===== config.mk =====
export PLATFORM = sky130hd
export DESIGN_NAME = line_driver_config_decoder
export DESIGN_NICKNAME = d
export VERILOG_FILES = /design/src/line_driver_config_pkg.sv /design/src/line_driver_config_decoder.sv
export SDC_FILE = /design/constraint.sdc
export NUM_CORES = 1
export LEC_CHECK = 0
export ABC_AREA = 0
export BUFFER_PORTS_ARGS = -buffer_cell sky130_fd_sc_hd__buf_2
export CAP_MARGIN = 30
export CORE_UTILIZATION = 40
export DETAILED_ROUTE_END_ITERATION = 12
export GPL_TIMING_DRIVEN = 0
export PLACE_DENSITY_LB_ADDON = 0.08
export SLEW_MARGIN = 15
export SYNTH_ARGS = -nofsm -noshare
export SYNTH_HDL_FRONTEND = slang
export SYNTH_SLANG_ARGS = --single-unit

===== constraint.sdc =====
create_clock -name clk_sys -period 2.6 [get_ports clk_sys]
set_input_delay 0.26 -clock clk_sys [delete_from_list [all_inputs] [get_ports clk_sys]]
set_output_delay 0.26 -clock clk_sys [all_outputs]
set_load 0.005 [all_outputs]

===== src/line_driver_config_pkg.sv =====
// Purpose: Constants and types for the line driver configuration decoder
// Assumes: 20 MHz system clock, command bytes arrive as one-cycle strobes
// Notes: Field codes are 3 bits; code 0 of the parameter field means read
// Contract
// - Config byte: bit 7 clear, bit 0 set
// - Write: bits 6-4 parameter, 3-1 value
// - Read: parameter zero, code in 3-1
// - Response bit 0 always cleared
// - Write response echoes upper seven bits
// - Read response returns stored value bits 3-1
// - Strong pullup 16.4 to 1048 ms, 111 unlimited
// - Baud codes repeat four rates twice
// - Rising-edge shaping always enabled
// - Fall slew only at flexible, non-default code
// - Weak pullup, then active past first threshold
// - Second threshold starts on-time timer
// - Weak pullup off before pulling low
// - Standard and overdrive use default fall slew
// - Reset restores every default setting
// - Baud codes 100-111 invert receive polarity
// - Baud change response uses new rate
// - Terminate byte f1 ends unlimited pulse
package line_driver_config_pkg;
  localparam int CMD_TOP_BIT = 7;
  localparam int CMD_LSB_BIT = 0;
  localparam int PAR_HI = 6;
  localparam int PAR_LO = 4;
  localparam int VAL_HI = 3;
  localparam int VAL_LO = 1;
  localparam int RATE_INVERT_BIT = 2;
  localparam logic [2:0] PAR_READ = 3'h0;
  localparam logic [2:0] PAR_SLEW = 3'h1;
  localparam logic [2:0] PAR_PROG = 3'h2;
  localparam logic [2:0] PAR_SPU = 3'h3;
  localparam logic [2:0] PAR_WRITE_ONE_LOW_TIME = 3'h4;
  localparam logic [2:0] PAR_DSO = 3'h5;
  localparam logic [2:0] PAR_LOAD = 3'h6;
  localparam logic [2:0] PAR_RATE = 3'h7;
  localparam logic [2:0] CODE_UNLIMITED = 3'h7;
  localparam logic [2:0] RST_SLEW = 3'h0;
  localparam logic [2:0] RST_PROG = 3'h4;
  localparam logic [2:0] RST_SPU = 3'h4;
  localparam logic [2:0] RST_WRITE_ONE_LOW_TIME = 3'h0;
  localparam logic [2:0] RST_DSO = 3'h0;
  localparam logic [2:0] RST_LOAD = 3'h0;
  localparam logic [2:0] RST_RATE = 3'h0;
  localparam logic [7:0] TERMINATE_CMD = 8'hf1;
  localparam logic [4:0] WRITE_ONE_LOW_TIME_BASE_US = 5'h08;
  localparam logic [3:0] DSO_BASE_US = 4'h3;
  localparam logic [5:0] LOAD_BASE_TENTH_MA = 6'h12;
  localparam logic [5:0] LOAD_STEP_TENTH_MA = 6'h03;
  localparam logic [11:0] PROG_BASE_US = 12'h020;
  localparam int CLK_PERIOD_NS = 50;
  localparam int ACTIVE_ON_TIME_NS = 2000;
  localparam logic [5:0] ACTIVE_ON_CYCLES = 6'((ACTIVE_ON_TIME_NS + CLK_PERIOD_NS - 1) / CLK_PERIOD_NS);

  typedef struct packed {
    logic [2:0] fall_slew_select;
    logic [2:0] prog_pulse_length;
    logic [2:0] strong_pullup_length;
    logic [2:0] write_one_low_time;
    logic [2:0] sample_offset_zero_recovery;
    logic [2:0] load_current;
    logic [2:0] serial_rate_select;
  } config_s;

  typedef struct packed {
    logic [4:0] write_one_low_us;
    logic [3:0] sample_offset_us;
    logic [5:0] load_tenth_ma;
    logic [11:0] prog_pulse_us;
    logic prog_unlimited;
    logic strong_pullup_unlimited;
    logic [1:0] rate_index;
  } decoded_s;

  localparam config_s CONFIG_RESET = '{RST_SLEW, RST_PROG, RST_SPU, RST_WRITE_ONE_LOW_TIME, RST_DSO, RST_LOAD, RST_RATE};
endpackage


===== src/line_driver_config_decoder.sv =====
// Purpose: Configuration command decoder and edge sequencing control
// Assumes: Command bytes are one-cycle strobes from the receiver
// Notes: Bus threshold comparators and polarity pin are asynchronous
`timescale 1ns/1ps
module line_driver_config_decoder
  import line_driver_config_pkg::*;
(
  input wire logic clk_sys,
  input wire logic reset_n,
  input wire logic rx_valid,
  input wire logic [7:0] rx_byte,
  input wire logic command_mode,
  input wire logic flex_speed,
  input wire logic line_polarity_pin,
  input wire logic bus_above_switch,
  input wire logic bus_above_timer,
  input wire logic drive_low_req,
  output logic resp_valid,
  output logic [7:0] resp_byte,
  output config_s cfg,
  output decoded_s decoded,
  output logic rx_invert,
  output logic fall_slew_enable,
  output logic [2:0] fall_slew_code,
  output logic pulse_terminate,
  output logic weak_pullup_current,
  output logic active_pullup_current,
  output logic pulldown_enable
);

  typedef enum logic [2:0] {EDGE_IDLE, EDGE_PREP, EDGE_LOW, EDGE_RISE_WEAK, EDGE_RISE_ACT, EDGE_HOLD} edge_e;

  function automatic logic [2:0] get_field(input config_s c, input logic [2:0] code);
    logic [2:0] v;
    v = 3'h0;
    case (code)
      PAR_SLEW: v = c.fall_slew_select;
      PAR_PROG: v = c.prog_pulse_length;
      PAR_SPU: v = c.strong_pullup_length;
      PAR_WRITE_ONE_LOW_TIME: v = c.write_one_low_time;
      PAR_DSO: v = c.sample_offset_zero_recovery;
      PAR_LOAD: v = c.load_current;
      PAR_RATE: v = c.serial_rate_select;
      default: v = 3'h0;
    endcase
    return v;
  endfunction

  function automatic config_s set_field(input config_s c, input logic [2:0] code, input logic [2:0] v);
    config_s r;
    r = c;
    case (code)
      PAR_SLEW: r.fall_slew_select = v;
      PAR_PROG: r.prog_pulse_length = v;
      PAR_SPU: r.strong_pullup_length = v;
      PAR_WRITE_ONE_LOW_TIME: r.write_one_low_time = v;
      PAR_DSO: r.sample_offset_zero_recovery = v;
      PAR_LOAD: r.load_current = v;
      PAR_RATE: r.serial_rate_select = v;
      default: r = c;
    endcase
    return r;
  endfunction

  // Synchronisers for pin inputs
  logic [2:0] pins_raw;
  logic [2:0] sync1_reg, sync2_reg, sync3_reg, filt_reg;
  logic [2:0] filt_next;

  assign pins_raw = {line_polarity_pin, bus_above_switch, bus_above_timer};

  always_comb begin
    for (int i = 0; i < 3; i++) begin
      filt_next[i] = (sync2_reg[i] == sync3_reg[i]) ? sync3_reg[i] : filt_reg[i];
    end
  end

  always_ff @(posedge clk_sys or negedge reset_n) begin
    if (!reset_n) begin
      sync1_reg <= 3'h0;
      sync2_reg <= 3'h0;
      sync3_reg <= 3'h0;
      filt_reg <= 3'h0;
    end else begin
      sync1_reg <= pins_raw;
      sync2_reg <= sync1_reg;
      sync3_reg <= sync2_reg;
      filt_reg <= filt_next;
    end
  end

  logic pol_q, above_switch_q, above_timer_q;
  assign pol_q = filt_reg[2];
  assign above_switch_q = filt_reg[1];
  assign above_timer_q = filt_reg[0];

  // Command decode
  logic is_config, is_read, is_write;
  logic [2:0] read_value;
  config_s cfg_reg, cfg_next;
  assign is_config = rx_valid && command_mode && !rx_byte[CMD_TOP_BIT] && rx_byte[CMD_LSB_BIT];
  assign is_read = is_config && (rx_byte[PAR_HI:PAR_LO] == PAR_READ);
  assign is_write = is_config && (rx_byte[PAR_HI:PAR_LO] != PAR_READ);
  assign read_value = get_field(cfg_reg, rx_byte[VAL_HI:VAL_LO]);

  decoded_s dec_reg, dec_next;
  logic resp_valid_reg, resp_valid_next;
  logic [7:0] resp_byte_reg, resp_byte_next;
  logic term_reg, term_next;
  logic inv_reg, inv_next;
  logic slew_en_reg, slew_en_next;
  logic [2:0] slew_code_reg, slew_code_next;

  always_comb begin
    cfg_next = cfg_reg;
    resp_valid_next = 1'b0;
    resp_byte_next = resp_byte_reg;
    term_next = rx_valid && command_mode && (rx_byte == TERMINATE_CMD);
    if (is_write) begin
      // Field stored with the response so the next waveform uses it
      cfg_next = set_field(cfg_reg, rx_byte[PAR_HI:PAR_LO], rx_byte[VAL_HI:VAL_LO]);
      resp_valid_next = 1'b1;
      resp_byte_next = {rx_byte[7:1], 1'b0};
    end else if (is_read) begin
      resp_valid_next = 1'b1;
      resp_byte_next = {rx_byte[7:4], read_value, 1'b0};
    end
    dec_next.write_one_low_us = WRITE_ONE_LOW_TIME_BASE_US + 5'(cfg_next.write_one_low_time);
    dec_next.sample_offset_us = DSO_BASE_US + 4'(cfg_next.sample_offset_zero_recovery);
    dec_next.load_tenth_ma = LOAD_BASE_TENTH_MA + 6'(LOAD_STEP_TENTH_MA * 6'(cfg_next.load_current));
    dec_next.prog_unlimited = cfg_next.prog_pulse_length == CODE_UNLIMITED;
    dec_next.prog_pulse_us = dec_next.prog_unlimited ? 12'h000 : 12'(PROG_BASE_US << cfg_next.prog_pulse_length);
    dec_next.strong_pullup_unlimited = cfg_next.strong_pullup_length == CODE_UNLIMITED;
    dec_next.rate_index = cfg_next.serial_rate_select[1:0];
    inv_next = pol_q ^ cfg_next.serial_rate_select[RATE_INVERT_BIT];
    slew_en_next = flex_speed && (cfg_next.fall_slew_select != RST_SLEW);
    slew_code_next = slew_en_next ? cfg_next.fall_slew_select : RST_SLEW;
  end

  always_ff @(posedge clk_sys or negedge reset_n) begin
    if (!reset_n) begin
      cfg_reg <= CONFIG_RESET;
      dec_reg <= '0;
      resp_valid_reg <= 1'b0;
      resp_byte_reg <= 8'h00;
      term_reg <= 1'b0;
      inv_reg <= 1'b0;
      slew_en_reg <= 1'b0;
      slew_code_reg <= RST_SLEW;
    end else begin
      cfg_reg <= cfg_next;
      dec_reg <= dec_next;
      resp_valid_reg <= resp_valid_next;
      resp_byte_reg <= resp_byte_next;
      term_reg <= term_next;
      inv_reg <= inv_next;
      slew_en_reg <= slew_en_next;
      slew_code_reg <= slew_code_next;
    end
  end

  // Edge sequencing; rising shaping has no disable path
  edge_e edge_reg, edge_next;
  logic [5:0] hold_reg, hold_next;
  logic weak_reg, weak_next, act_reg, act_next, pd_reg, pd_next;

  always_comb begin
    edge_next = edge_reg;
    hold_next = hold_reg;
    case (edge_reg)
      EDGE_IDLE: begin
        if (drive_low_req) begin
          edge_next = EDGE_PREP;
        end else if (!above_switch_q) begin
          edge_next = EDGE_RISE_WEAK;
        end
      end
      EDGE_PREP: edge_next = EDGE_LOW;
      EDGE_LOW: begin
        if (!drive_low_req) begin
          edge_next = EDGE_RISE_WEAK;
        end
      end
      EDGE_RISE_WEAK: begin
        if (drive_low_req) begin
          edge_next = EDGE_PREP;
        end else if (above_switch_q) begin
          edge_next = EDGE_RISE_ACT;
        end
      end
      EDGE_RISE_ACT: begin
        if (drive_low_req) begin
          edge_next = EDGE_PREP;
        end else if (above_timer_q) begin
          edge_next = EDGE_HOLD;
          hold_next = ACTIVE_ON_CYCLES - 6'h01;
        end
      end
      EDGE_HOLD: begin
        if (drive_low_req) begin
          edge_next = EDGE_PREP;
        end else if (hold_reg == 6'h00) begin
          edge_next = EDGE_IDLE;
        end else begin
          hold_next = hold_reg - 6'h01;
        end
      end
      default: edge_next = EDGE_IDLE;
    endcase
    weak_next = (edge_next == EDGE_IDLE) || (edge_next == EDGE_RISE_WEAK);
    act_next = (edge_next == EDGE_RISE_ACT) || (edge_next == EDGE_HOLD);
    pd_next = edge_next == EDGE_LOW;
  end

  always_ff @(posedge clk_sys or negedge reset_n) begin
    if (!reset_n) begin
      edge_reg <= EDGE_IDLE;
      hold_reg <= 6'h00;
      weak_reg <= 1'b1;
      act_reg <= 1'b0;
      pd_reg <= 1'b0;
    end else begin
      edge_reg <= edge_next;
      hold_reg <= hold_next;
      weak_reg <= weak_next;
      act_reg <= act_next;
      pd_reg <= pd_next;
    end
  end

  assign resp_valid = resp_valid_reg;
  assign resp_byte = resp_byte_reg;
  assign cfg = cfg_reg;
  assign decoded = dec_reg;
  assign rx_invert = inv_reg;
  assign fall_slew_enable = slew_en_reg;
  assign fall_slew_code = slew_code_reg;
  assign pulse_terminate = term_reg;
  assign weak_pullup_current = weak_reg;
  assign active_pullup_current = act_reg;
  assign pulldown_enable = pd_reg;

  // Cycles spent in the on-time hold, read by the on-time check
  logic [5:0] on_cnt_reg, on_cnt_next;

  always_comb begin
    on_cnt_next = (edge_reg == EDGE_HOLD) ? on_cnt_reg + 6'h01 : 6'h00;
  end

  always_ff @(posedge clk_sys or negedge reset_n) begin
    if (!reset_n) begin
      on_cnt_reg <= 6'h00;
    end else begin
      on_cnt_reg <= on_cnt_next;
    end
  end
endmodule


==> impl_metrics.py <==
metrics = {
    "sta": {
        "fin_skew_ns": 0.0100,
        "setup_slack_ns": 0.356,
        "setup_violations": 0,
        "rsz0062_at_grt": "false",
        "max_clock_freq_mhz": 446,
        "hold_viol_final": 0,
        "timing.slew.headroom_pct": 48.4,
        "tightest_slew_ns": 0.768,
        "period_needed_ns": 2.24,
        "drv_slew": 0,
        "fin_crit_sh_pct": 86.3,
    },
    "grt": {
        "grt_pass1_wl_mm": 11.2,
        "first_global_vias": 2231,
        "gr-usage-all-layers_pct": 16.7,
        "antenna_found_initial": 0,
        "grt_max_degree": 44,
        "gr-total-overflow": 0,
    },
    "pwr": {
        "p_clk_share_pct": 31.6,
        "p_int_mw": 2.41,
        "p_leak_nw": 2.14,
        "sw_frac_of_total_pct": 28.3,
        "p_comb_share_pct": 21.5,
        "finalPower_mw": 3.37,
        "powerDensity_nw_per_um2": 793,
        "seqPwrFrac_pct": 46.9,
        "peakVddDrop_mv": 0.345,
        "p_sw_mw": 0.952,
    },
    "finish": {
        "largest_reg_flops": 22,
        "multiInputGateArea_um2": 1300,
        "diodes": 0,
        "regArea_um2": 1960,
        "finalNetCount": 410,
        "stdcell_area_um2": 4250,
        "final_common_cell": "buf_2",
        "drive_above_1_share_pct": 35.9,
        "final_cell_mix": "buf_2, dfrtp_1, nand2_1",
        "fill_cells": 785,
        "area_growth_pct": 23.2,
    },
    "cts": {
        "htreeDepth": 3,
        "cts_resized": 0,
        "cts-root-buf": "clkbuf_8",
        "cts_buffer_depth": 2,
        "cts_tree": "yes",
        "clk-insertion-delay-late_ns": 0.34,
        "clk_pin_slew_ns": 0.07,
        "numCtsBuffers": 9,
        "cts_num_sinks": 78,
    },
    "logic_synthesis": {
        "synth_edf_count": 0,
        "async_reset_ff_share_pct": 100,
        "yosysSeqAreaShare_pct": 56.8,
        "synth-simple-area-share_pct": 14.6,
        "synth_compound_area_share_pct": 6.54,
        "yosys_register_bits": 78,
        "synth-xor-area-share_pct": 0.763,
        "syn_area_um2": 3450,
        "yosysWarnings": 0,
        "synth_fa_ha_area_share_pct": 3.78,
        "muxShareOfSynthArea_pct": 11.0,
        "avgSynthCellArea_um2": 11.8,
        "synth_ff_type": "dfrtp_1",
        "ys_types": 52,
        "synth_top_family_by_area": "simple AND/OR/NAND/NOR gates",
        "synthCells": 291,
    },
    "placed_design": {
        "port_buffers": 75,
        "hpwlAfterDp_mm": 5.09,
        "preCtsSetupSlack_ns": -0.0236,
        "place.gp.congestion": 0.796,
        "place_area_um2": 4000,
    },
    "route": {
        "ant_nets": 0,
        "drt_iter0_markers": 86,
        "viasPerCell": 4.94,
        "wl_per_cell_um": 14.0,
        "post-route-drc-count": 0,
        "dr.pass1.iters": 4,
        "dr_total_vias": 2443,
        "wl_mm": 6.95,
    },
    "floorplanning": {
        "pin_count": 87,
        "core_um2": 8260,
        "dieArea_um2": 8990,
        "die_h_um": 94.8,
        "initial_core_util_pct": 41.7,
        "rows": 33,
        "fp.dieW_um": 94.8,
    },
    "job": {
        "drv_cap": 0,
    },
    "worst_setup_path": {
        "worstPathMaxFanout": 10,
        "critPathCaptureType": "register",
        "worstPathArrival_ns": 2.46,
        "required_ns": 2.82,
        "start_kind": "input pin",
        "setup.worst_path.class": "input pin to register",
    },
    "worst_hold_path": {
        "hp-class": "input pin to register",
    },
    "outcome": {
        "status": "complete, no violations",
    },
}
==> cell usage after synthesis (all sizes together) (5+ instances only) <==
cell	number	share of area [%]
a21oi	8	1.2
and2	5	0.91
buf	16	3.4
clkbuf	10	1.1
dfrtp	75	54
ha	8	2.9
inv	16	1.7
mux2	18	5.9
mux2i	11	3.2
nand2	22	2.4
nand2b	5	0.91
nor2	18	2.0
nor2b	5	0.91
nor3	8	1.3
o21ai	10	1.5
or3	5	0.91
==> critical path: stages <==
cell and delay (ns):
buf_2 0.11, nand4b_4 0.17, buf_6 0.16, inv_2 0.15
nand4b_1 0.23, o21ai_0 0.40, ha_1 0.31, ha_1 0.20
ha_1 0.16, or2_2 0.31
==> metrics by stage <==
step | TNS, ns | std cells | utilization, % | hold WS [ns]
3_3_place_gp | 0 | 477 | 48.1 | 0.332
5_1_grt | 0 | 495 | 51.4 | 0.00381
6_report | 0 | 495 | 51.4 | 0.0251
4_1_cts | 0 | 495 | 51.4 | 0.00421
3_5_place_dp | -0.0359 | 478 | 48.4 | 0.258
2_1_floorplan | 0 | 297 | - | -0.0356
==> what timing repair did <==
action                    4_1_cts  5_1_grt
hold endpoints to repair       34        0
buffers inserted                0        0
hold buffers                    1        0
==> cell type report <==
type,count,share of cell area (%)
Inverter,16,1.41
Tap cell,105,3.09
Buffer,26,3.68
Sequential cell,78,46.1
Timing Repair Buffer,77,9.61
Clock inverter,6,2.59
Clock buffer,10,3.01
Multi-Input combinational cell,177,30.5
==> per-layer routing <==
layer | share of wire (%) | vias up | routed length (µm) | track usage (%)
li1 | - | 1174 | - | -
met1 | 50 | 1198 | 3440 | 24.4
met2 | 44 | 63 | 3040 | 23.5
met3 | 5.4 | 8 | 372 | 3.30
met4 | 1.4 | 0 | 96 | 7.95
met5 | 0 | - | 0 | 0
==> power by group through the flow <==
stage / combinational, mW / sequential [mW] / clock, mW
global route: 0.826 / 1.61 / 1.14
global placement: 0.719 / 1.60 / 0
finish: 0.725 / 1.58 / 1.06
CTS: 0.740 / 1.58 / 1.09
floorplan: 0.442 / 1.58 / 0
detailed placement: 0.738 / 1.60 / 0
==> kinds of logic after synthesis <==
| kind of cell | Yosys count |
|---|---|
| and+or+nand+nor | 88 |
| DFF | 78 |
| muxes | 32 |
| adders and majority gates | 11 |
| other | 2 |
| buffers and inverters | 42 |
| xor gates and xnor gates | 3 |
| AOI/OAI and AO/OA | 35 |
==> final timing paths <==
| check | from | to | slack [ns] | depth (start not counted) |
|---|---|---|---|---|
| min in group asynchronous | reset_n | fall_slew_code[2] | 0.41 | 2 |
| worst max register to register | edge_reg[0] | hold_reg[3] | 0.71 | 5 |
| max in group asynchronous | reset_n | cfg[17] | 1.55 | 3 |
| worst min register to register | sync1_reg[1] | sync2_reg[1] | 0.35 | 0 |
| worst min-delay path | bus_above_switch | sync1_reg[1] | 0.03 | 1 |
| worst max-delay path | rx_byte[7] | decoded[21] | 0.36 | 10 |
No activity file was read; power rests on OpenSTA's default activity.
